### src/logic/pin_mux_pkg.sv
// Constants, field layouts and carrier types for the control-pin mux.
// Assumes a 32-bit classic Wishbone slave port on the device clock.
//
// Notes on behaviour
// Strap low selects general-purpose I/O on pin A
// Strap high selects write strobe on pin A
// Function fixed when reset releases
// General-purpose pin A starts as input
// Strobe floats in reset, then drives 1
// One strobe serves all memory types
// Strap picks ready input or I/O on B
// General-purpose pin B starts as input
// Far device drives ready high when done
// Ready low stretches access one cycle, repeat
// Ready pull-up, default on, software disables
// Control pins float during bus hold
// Clock-float bit decides output clock in hold
// Control pins float in off mode
// Bus holder per pin, default on, switchable
// Reset-float pins float while reset low
// Software sets general-purpose direction per pin
// Selection held until the next reset
package pin_mux_pkg;

	// ------------------------------------------------------------------
	// Register byte addresses
	// ------------------------------------------------------------------
	localparam logic [7:0] ADDR_BUS_CTRL = 8'h00;
	localparam logic [7:0] ADDR_GLOBAL_1 = 8'h04;
	localparam logic [7:0] ADDR_GLOBAL_2 = 8'h08;
	localparam logic [7:0] ADDR_GP_DIR = 8'h0C;
	localparam logic [7:0] ADDR_GP_OUT = 8'h10;
	localparam logic [7:0] ADDR_STATUS = 8'h14;

	// ------------------------------------------------------------------
	// Field positions and reset values
	// ------------------------------------------------------------------
	localparam int BIT_READY_PULLUP = 0;
	localparam int BIT_HOLDER_A = 1;
	localparam int BIT_HOLDER_B = 2;
	localparam int BIT_CLK_HIZ = 0;
	localparam int BIT_PIN_A = 0;
	localparam int BIT_PIN_B = 1;
	localparam int BIT_ST_FUNC = 2;
	localparam int BIT_ST_HOLD = 3;
	localparam int BIT_ST_OFF = 4;
	localparam int BIT_ST_WAIT = 5;
	localparam logic [2:0] BUS_CTRL_RESET = 3'h7;
	localparam logic [1:0] GP_DIR_RESET = 2'h0;
	localparam logic [1:0] GP_OUT_RESET = 2'h0;
	localparam logic CLK_HIZ_RESET = 1'h0;
	localparam logic STROBE_IDLE = 1'h1;

	// ------------------------------------------------------------------
	// Types
	// ------------------------------------------------------------------
	typedef enum logic {
		FUNC_GP = 1'b0,
		FUNC_MEM = 1'b1
	} pin_func_type;

	typedef enum logic [1:0] {
		ACC_IDLE = 2'b00,
		ACC_STROBE = 2'b01,
		ACC_WAIT = 2'b10
	} access_state_type;

	typedef struct packed {
		logic cyc;
		logic stb;
		logic we;
		logic [3:0] sel;
		logic [7:0] adr;
		logic [31:0] dat;
	} wb_req_type;

	typedef struct packed {
		logic ack;
		logic [31:0] dat;
	} wb_rsp_type;

	typedef struct packed {
		logic o;
		logic oe;
	} pin_drive_type;

endpackage

### src/logic/parallel_port_ctrl_pin_mux.sv
// Function selection and pad control for two parallel-port control pins.
// Assumes pads resolve o/oe into the wire and apply the pull and holder
// enables; the memory-interface core runs on the same clock.
`timescale 1ns/1ps
module parallel_port_ctrl_pin_mux (
	input wire logic clk,
	input wire logic rst_n,
	input wire logic ce,
	input wire pin_mux_pkg::wb_req_type wb_req,
	output pin_mux_pkg::wb_rsp_type wb_rsp,
	input wire logic function_strap,
	input wire logic ctrl_pin_a_in,
	output pin_mux_pkg::pin_drive_type ctrl_pin_a,
	input wire logic ctrl_pin_b_in,
	output pin_mux_pkg::pin_drive_type ctrl_pin_b,
	output logic ready_pullup_en,
	output logic holder_a_en,
	output logic holder_b_en,
	input wire logic hold_req,
	output logic hold_ack,
	input wire logic test_reset,
	input wire logic emulation_pin_0,
	input wire logic emulation_off_pin,
	output pin_mux_pkg::pin_drive_type mem_clock_out_1,
	output pin_mux_pkg::pin_drive_type mem_clock_out_2,
	input wire logic access_start,
	input wire logic access_write,
	input wire logic access_end,
	output logic access_wait,
	output logic access_done,
	output pin_mux_pkg::pin_func_type pin_function
);
	import pin_mux_pkg::*;

	// ------------------------------------------------------------------
	// Helpers
	// ------------------------------------------------------------------

	// Pin may only drive when neither hold nor off mode floats it
	function automatic logic drive_allowed(input logic hold_on,
		input logic off_on);
		drive_allowed = !hold_on && !off_on;
	endfunction

	// Byte-lane gated write of a low-byte field
	function automatic logic lane0_write(input wb_req_type r,
		input logic [7:0] addr);
		lane0_write = r.cyc && r.stb && r.we && r.sel[0] &&
			(r.adr == addr);
	endfunction

	// ------------------------------------------------------------------
	// Pin synchronisers
	// ------------------------------------------------------------------
	logic [1:0] strap_sync;
	logic [1:0] pin_a_sync;
	logic [1:0] pin_b_sync;
	logic [1:0] hold_sync;
	logic [1:0] trst_sync;
	logic [1:0] emulation_pin_0_sync;
	logic [1:0] emu1_sync;

	// Two stages for every asynchronous pin; first stage feeds only the
	// second so metastability never reaches decode logic
	always_ff @(posedge clk)
	begin
		if (ce)
		begin
			strap_sync <= {strap_sync[0], function_strap};
			pin_a_sync <= {pin_a_sync[0], ctrl_pin_a_in};
			pin_b_sync <= {pin_b_sync[0], ctrl_pin_b_in};
			hold_sync <= {hold_sync[0], hold_req};
			trst_sync <= {trst_sync[0], test_reset};
			emulation_pin_0_sync <= {emulation_pin_0_sync[0], emulation_pin_0};
			emu1_sync <= {emu1_sync[0], emulation_off_pin};
		end
	end

	// ------------------------------------------------------------------
	// Function selection
	// ------------------------------------------------------------------
	pin_func_type func_sel;

	// Strap follows the pin throughout reset; the last value seen before
	// release is kept until the next reset
	always_ff @(posedge clk)
	begin
		if (ce && !rst_n)
		begin
			func_sel <= strap_sync[1] ? FUNC_MEM : FUNC_GP;
		end
	end // no load while rst_n is high

	logic mem_mode;
	assign mem_mode = (func_sel == FUNC_MEM);

	// ------------------------------------------------------------------
	// Bus hold and off mode
	// ------------------------------------------------------------------
	logic off_mode;
	// Off needs test reset 0, first emulation pin 1, off-select pin 0
	assign off_mode = !trst_sync[1] && emulation_pin_0_sync[1] && !emu1_sync[1];

	// ------------------------------------------------------------------
	// Registers
	// ------------------------------------------------------------------
	logic [2:0] bus_ctrl;
	logic clk_hiz_1;
	logic clk_hiz_2;
	logic [1:0] gp_dir;
	logic [1:0] gp_out;
	logic bus_take;

	// A write lands on the edge where ack is already high, matching the
	// master's sampling edge
	assign bus_take = wb_rsp.ack && wb_req.cyc && wb_req.stb;

	// Pull-up and holder enables, all on out of reset
	always_ff @(posedge clk)
	begin
		if (ce && !rst_n)
		begin
			bus_ctrl <= BUS_CTRL_RESET;
		end
		else if (ce && bus_take && lane0_write(wb_req, ADDR_BUS_CTRL))
		begin
			bus_ctrl <= wb_req.dat[2:0];
		end
	end

	// Output-clock float bits for hold mode
	always_ff @(posedge clk)
	begin
		if (ce && !rst_n)
		begin
			clk_hiz_1 <= CLK_HIZ_RESET;
			clk_hiz_2 <= CLK_HIZ_RESET;
		end
		else if (ce && bus_take)
		begin
			if (lane0_write(wb_req, ADDR_GLOBAL_1))
			begin
				clk_hiz_1 <= wb_req.dat[BIT_CLK_HIZ];
			end
			if (lane0_write(wb_req, ADDR_GLOBAL_2))
			begin
				clk_hiz_2 <= wb_req.dat[BIT_CLK_HIZ];
			end
		end
	end

	// General-purpose direction and output value
	always_ff @(posedge clk)
	begin
		if (ce && !rst_n)
		begin
			gp_dir <= GP_DIR_RESET;
			gp_out <= GP_OUT_RESET;
		end
		else if (ce && bus_take)
		begin
			if (lane0_write(wb_req, ADDR_GP_DIR))
			begin
				gp_dir <= wb_req.dat[1:0];
			end
			if (lane0_write(wb_req, ADDR_GP_OUT))
			begin
				gp_out <= wb_req.dat[1:0];
			end
		end
	end

	// ------------------------------------------------------------------
	// Wishbone answer
	// ------------------------------------------------------------------
	logic [31:0] next_rdata;

	// Read mux; unmapped addresses answer zero
	always_comb
	begin
		next_rdata = '0;
		case (wb_req.adr)
			ADDR_BUS_CTRL: next_rdata[2:0] = bus_ctrl;
			ADDR_GLOBAL_1: next_rdata[BIT_CLK_HIZ] = clk_hiz_1;
			ADDR_GLOBAL_2: next_rdata[BIT_CLK_HIZ] = clk_hiz_2;
			ADDR_GP_DIR: next_rdata[1:0] = gp_dir;
			ADDR_GP_OUT: next_rdata[1:0] = gp_out;
			ADDR_STATUS:
			begin
				next_rdata[BIT_PIN_A] = pin_a_sync[1];
				next_rdata[BIT_PIN_B] = pin_b_sync[1];
				next_rdata[BIT_ST_FUNC] = mem_mode;
				next_rdata[BIT_ST_HOLD] = hold_ack;
				next_rdata[BIT_ST_OFF] = off_mode;
				next_rdata[BIT_ST_WAIT] = access_wait;
			end
			default: next_rdata = '0;
		endcase
	end

	// One-cycle answer; ack drops for a cycle between requests
	always_ff @(posedge clk)
	begin
		if (ce && !rst_n)
		begin
			wb_rsp <= '0;
		end
		else if (ce)
		begin
			wb_rsp.ack <= wb_req.cyc && wb_req.stb && !wb_rsp.ack;
			wb_rsp.dat <= next_rdata;
		end
	end

	// ------------------------------------------------------------------
	// Memory access wait extension
	// ------------------------------------------------------------------
	access_state_type acc_state;
	logic ready_level;
	logic write_active;

	// An unselected ready pin never stalls, like the pull-up on a bare pin
	assign ready_level = mem_mode ? pin_b_sync[1] : 1'b1;

	// Ready is sampled at the nominal end and on every stretched cycle;
	// the far side raising ready is what ends a stretch
	always_ff @(posedge clk)
	begin
		if (ce && !rst_n)
		begin
			acc_state <= ACC_IDLE;
			write_active <= 1'b0;
			access_wait <= 1'b0;
			access_done <= 1'b0;
		end
		else if (ce)
		begin
			access_done <= 1'b0;
			case (acc_state)
				ACC_IDLE:
				begin
					if (access_start && mem_mode)
					begin
						acc_state <= ACC_STROBE;
						write_active <= access_write;
					end
				end
				ACC_STROBE:
				begin
					if (access_end && !ready_level)
					begin
						acc_state <= ACC_WAIT;
						access_wait <= 1'b1;
					end
					else if (access_end)
					begin
						acc_state <= ACC_IDLE;
						write_active <= 1'b0;
						access_done <= 1'b1;
					end
				end
				ACC_WAIT:
				begin
					if (ready_level)
					begin
						acc_state <= ACC_IDLE;
						write_active <= 1'b0;
						access_wait <= 1'b0;
						access_done <= 1'b1;
					end
				end
				default:
				begin
					acc_state <= ACC_IDLE;
					write_active <= 1'b0;
					access_wait <= 1'b0;
				end
			endcase
		end
	end

	// ------------------------------------------------------------------
	// Pin drivers
	// ------------------------------------------------------------------
	logic drive_ok;
	assign drive_ok = drive_allowed(hold_ack, off_mode);

	// Reset floats both pins; the strobe sits at its idle 1 afterwards
	always_ff @(posedge clk)
	begin
		if (ce && !rst_n)
		begin
			ctrl_pin_a <= '{o: STROBE_IDLE, oe: 1'b0};
			ctrl_pin_b <= '{o: 1'b0, oe: 1'b0};
		end
		else if (ce)
		begin
			if (mem_mode)
			begin
				// Strobe low while a write holds it, also when stretched
				ctrl_pin_a.o <= !write_active;
				ctrl_pin_a.oe <= drive_ok;
				ctrl_pin_b.o <= 1'b0;
				ctrl_pin_b.oe <= 1'b0;
			end
			else
			begin
				ctrl_pin_a.o <= gp_out[BIT_PIN_A];
				ctrl_pin_a.oe <= gp_dir[BIT_PIN_A] && drive_ok;
				ctrl_pin_b.o <= gp_out[BIT_PIN_B];
				ctrl_pin_b.oe <= gp_dir[BIT_PIN_B] && drive_ok;
			end
		end
	end

	// Pad enables and hold acknowledge; hold waits for a running access to end,
	// but an access starting in the grant cycle or during hold has its strobe floated
	always_ff @(posedge clk)
	begin
		if (ce && !rst_n)
		begin
			ready_pullup_en <= BUS_CTRL_RESET[BIT_READY_PULLUP];
			holder_a_en <= BUS_CTRL_RESET[BIT_HOLDER_A];
			holder_b_en <= BUS_CTRL_RESET[BIT_HOLDER_B];
			hold_ack <= 1'b0;
		end
		else if (ce)
		begin
			ready_pullup_en <= bus_ctrl[BIT_READY_PULLUP];
			holder_a_en <= bus_ctrl[BIT_HOLDER_A];
			holder_b_en <= bus_ctrl[BIT_HOLDER_B];
			if (!hold_sync[1])
			begin
				hold_ack <= 1'b0;
			end
			else if (acc_state == ACC_IDLE)
			begin
				hold_ack <= 1'b1;
			end
		end
	end

	// ------------------------------------------------------------------
	// Memory output clocks
	// ------------------------------------------------------------------
	logic clk_phase;

	// Half-rate clocks; in hold each floats only when its bit is 1
	always_ff @(posedge clk)
	begin
		if (ce && !rst_n)
		begin
			clk_phase <= 1'b0;
			mem_clock_out_1 <= '0;
			mem_clock_out_2 <= '0;
		end
		else if (ce)
		begin
			clk_phase <= !clk_phase;
			mem_clock_out_1.o <= !clk_phase;
			mem_clock_out_2.o <= !clk_phase;
			mem_clock_out_1.oe <= !(hold_ack && clk_hiz_1) && !off_mode;
			mem_clock_out_2.oe <= !(hold_ack && clk_hiz_2) && !off_mode;
		end
	end

	// ------------------------------------------------------------------
	// Selection report
	// ------------------------------------------------------------------
	always_ff @(posedge clk)
	begin
		if (ce)
		begin
			pin_function <= func_sel;
		end
	end

endmodule // parallel_port_ctrl_pin_mux

### config.mk
export PLATFORM = sky130hd
export DESIGN_NAME = parallel_port_ctrl_pin_mux
export DESIGN_NICKNAME = d
export VERILOG_FILES = /design/src/logic/pin_mux_pkg.sv /design/src/logic/parallel_port_ctrl_pin_mux.sv
export SDC_FILE = /design/constraint.sdc
export NUM_CORES = 1
export LEC_CHECK = 0
export BUFFER_PORTS_ARGS = -buffer_cell sky130_fd_sc_hd__buf_2
export CAP_MARGIN = 20
export CORE_ASPECT_RATIO = 1.75
export CORE_MARGIN = 5
export CORE_UTILIZATION = 28
export CTS_CLUSTER_DIAMETER = 50
export CTS_CLUSTER_SIZE = 28
export DETAILED_ROUTE_END_ITERATION = 7
export GPL_TIMING_DRIVEN = 0
export PLACE_DENSITY_LB_ADDON = 0.05
export SYNTH_ARGS = -nofsm -noshare
export SYNTH_HDL_FRONTEND = slang
export SYNTH_SLANG_ARGS = --single-unit
### constraint.sdc
create_clock -name clk -period 5 [get_ports clk]
set_input_delay 1 -clock clk [delete_from_list [all_inputs] [get_ports clk]]
set_output_delay 1 -clock clk [all_outputs]
set_load 0.005 [all_outputs]
==> results.sh <==
export IMPL_drt_wl_total_um=5670
export IMPL_worst_ep_arrival_time_ps=2770
export IMPL_slew_viol_final=0
export IMPL_via_count=1717
export IMPL_powerDensity_nw_per_um2=323
export IMPL_syn_inst=216
export IMPL_clock_skew_ps=3.73
export IMPL_clockBufferDepth=2
export IMPL_fin_cells=388
export IMPL_cts_resized=0
export IMPL_syn_to_final_growth_pct=26.8
export IMPL_layout_drive_gt1_share_pct=31.9
export IMPL_timing_critical_path_from="ce"
export IMPL_syn_cell_area_um2=2210
export IMPL_port_buffers=49
export IMPL_dp_cells=380
export IMPL_synth_area_leaders="dfxtp_1 (29%), edfxtp_1 (22%), buf_4 (9.5%)"
export IMPL_nFillCells=840
export IMPL_vias_per_cell=4.43
export IMPL_crit_family="simple AND/OR/NAND/NOR gates"
export IMPL_largest_reg_flops=7
export IMPL_grt_pass1_vias=1752
export IMPL_hold_class="reg -> reg"
export IMPL_ys_warn_count=0
export IMPL_synth_edf_count=16
export IMPL_synthTopCellsByCount="dfxtp_1 (32), buf_4 (28), nand2_1 (17)"
export IMPL_firstDrtPassIters=3
export IMPL_cpPeakStageDelay_ps=560
export IMPL_multi_input_area_um2=886
export IMPL_cp_num_buf_inv=2
export IMPL_rsz0062_at_grt="false"
export IMPL_period_share_pct=50.8
export IMPL_timing_rr_end="write_active"
export IMPL_regArea_um2=1120
export IMPL_clk_latency_ps=290
export IMPL_reg2reg_setup_slack_ps=3190
export IMPL_grt_pass1_wl_um=9230
export IMPL_worstRegToRegCells=5
export IMPL_cap_viol_max_count=0
export IMPL_tightestPinTransition_ps=591
export IMPL_nets=360
export IMPL_die_h_um=128
export IMPL_slew_headroom_pct=60.3
export IMPL_clkSinkCount=48
export IMPL_core_area_um2=7800
export IMPL_hold_buffers=0
export IMPL_start_util_pct=28.3
export IMPL_drt_wirelength_per_cell_um=14.6
export IMPL_regMostFlops="wb_rsp"
export IMPL_critPathLaunchType="input port"
export IMPL_synthArstFlopShare_pct=0
export IMPL_die_w_um=77.2
export IMPL_ys_flop_type="dfxtp_1"
export IMPL_hold_viol_final=0
export IMPL_grt_max_degree=19
export IMPL_cp_slowest_cell="nor4_2"
export IMPL_min_path_cells=0
export IMPL_worstSetupPathType="in -> reg"
export IMPL_synth_most_common_cell="dfxtp_1"
export IMPL_io_pins=108
export IMPL_grt_overflow_total=0
export IMPL_crit_path_max_fanout=18
export IMPL_clk_pin_slew_ps=60
export IMPL_synth_seq_cells=48
export IMPL_die_area_um2=9840
export IMPL_synth_seq_area_share_pct=50.7
export IMPL_h_tree_depth=2
export IMPL_groute_usage_overall_pct=12.1
export IMPL_cts_tree="yes"
export IMPL_finalSetupViolCount=0
export IMPL_row_count=43
export IMPL_ys_types=47
export IMPL_r2r_start="func_sel"
export IMPL_drc=0
export IMPL_ant_nets=0
export IMPL_worst_path_stages=5
export IMPL_endpoint="wb_rsp[5]"
export IMPL_final_area_um2=2800
export IMPL_synth_top_area_share_pct=29.0
export IMPL_antenna_diode_count=0
export IMPL_synth_top_area_cell="dfxtp_1"
export IMPL_cts_setup_buffers=0
export IMPL_ir_drop_mv=0.192
export IMPL_power_leakage_uw=0.00126
export IMPL_cts_inserted_buffers=5
export IMPL_placed_area_um2=2660
export IMPL_synth_area_per_cell_um2=10.2
export IMPL_outcome="complete, no violations"
export IMPL_reg_top3="wb_rsp: 7 flops, bus_ctrl: 3 flops"
export IMPL_first_iter_violations=54
export IMPL_path_cells="buf_2, clkbuf_1, nand2_1, nor4_2, a22o_1"
export IMPL_worst_setup_path_end_kind="register"
export IMPL_fin_tns_setup_ps=0
export IMPL_min_period_ps=2540
export IMPL_place_congestion=0.819
export IMPL_fmax_mhz=394
export IMPL_cts_root_buf="clkbuf_16"
export IMPL_antenna_found_initial=0
export IMPL_critPathRequiredTime_ps=5230
export IMPL_hpwl_um=4520
-- cell families after synthesis --
kind of cell,after synthesis,synth area share [%]
muxes,10,5.09
DFF,48,50.7
other,1,0.170
buffers and inverters,49,13.5
and+or+nand+nor,70,17.9
adders and majority gates,3,1.70
AOI/OAI and AO/OA,35,11.0
-- cell usage in the layout (no fill, tap or decap), types with 2 or more instances in the layout --
cell | synthesis | layout
a21boi_0 | 2 | 2
a21o_1 | 3 | 3
a21oi_1 | 7 | 7
a22o_1 | 4 | 4
a31oi_1 | 3 | 3
buf_2 | 1 | 50
buf_4 | 28 | 28
clkbuf_1 | 7 | 8
clkbuf_16 | 0 | 5
conb_1 | 1 | 26
dfxtp_1 | 32 | 32
edfxtp_1 | 16 | 16
ha_1 | 3 | 3
inv_1 | 11 | 11
mux2i_1 | 9 | 9
nand2_1 | 17 | 17
nand2b_1 | 4 | 4
nand3_1 | 13 | 13
nand4b_1 | 4 | 4
nor2_1 | 11 | 11
nor3_1 | 3 | 3
nor4_1 | 3 | 3
o21ai_0 | 4 | 4
o21ai_1 | 3 | 3
or2_2 | 2 | 2
or3_1 | 3 | 3
-- worst min-delay path by stage --
stage                  startpoint            end  slack (ps)
global route        pin_b_sync[0]  pin_b_sync[1]         430
floorplan            emu1_sync[0]   emu1_sync[1]         400
global placement    strap_sync[1]       func_sel         400
finish               emu1_sync[0]   emu1_sync[1]         420
CTS                  emu1_sync[0]   emu1_sync[1]         420
detailed placement   emu1_sync[0]   emu1_sync[1]         400
-- cell type report --
type                    count  area share, %
repair buffers             49           8.75
clock buffers               6           4.60
plain buffers              38           9.15
well taps                  90           4.02
inverters                  11           1.47
multi-input cells         144           31.6
clock inverters             2          0.446
flip-flops and latches     48           40.0
-- where the power goes --
| part | internal (µW) | switching (µW) |
|---|---|---|
| logic | 61.2 | 71.6 |
| registers | 429 | 13.6 |
| clock network | 185 | 144 |
-- metrics by stage --
stage                     util [%]  power, µW  worst slack [ps]  hold WS [ps]
after floorplan                  -        535              2670           400
after global placement        34.1        586              2070           401
after detailed placement      34.1        587              2080           405
after CTS                     35.9        923              2370           421
after global routing          35.9        956              2320           427
final                         35.9        904              2460           419
-- layer usage --
metal / track usage (%) / share of wire (%)
met3: 2.75 / 4.8
met4: 5.16 / 2.6
met1: 12.9 / 38
met2: 22.3 / 55
met5: 0 / 0
Power figures use the tool's default switching activity.
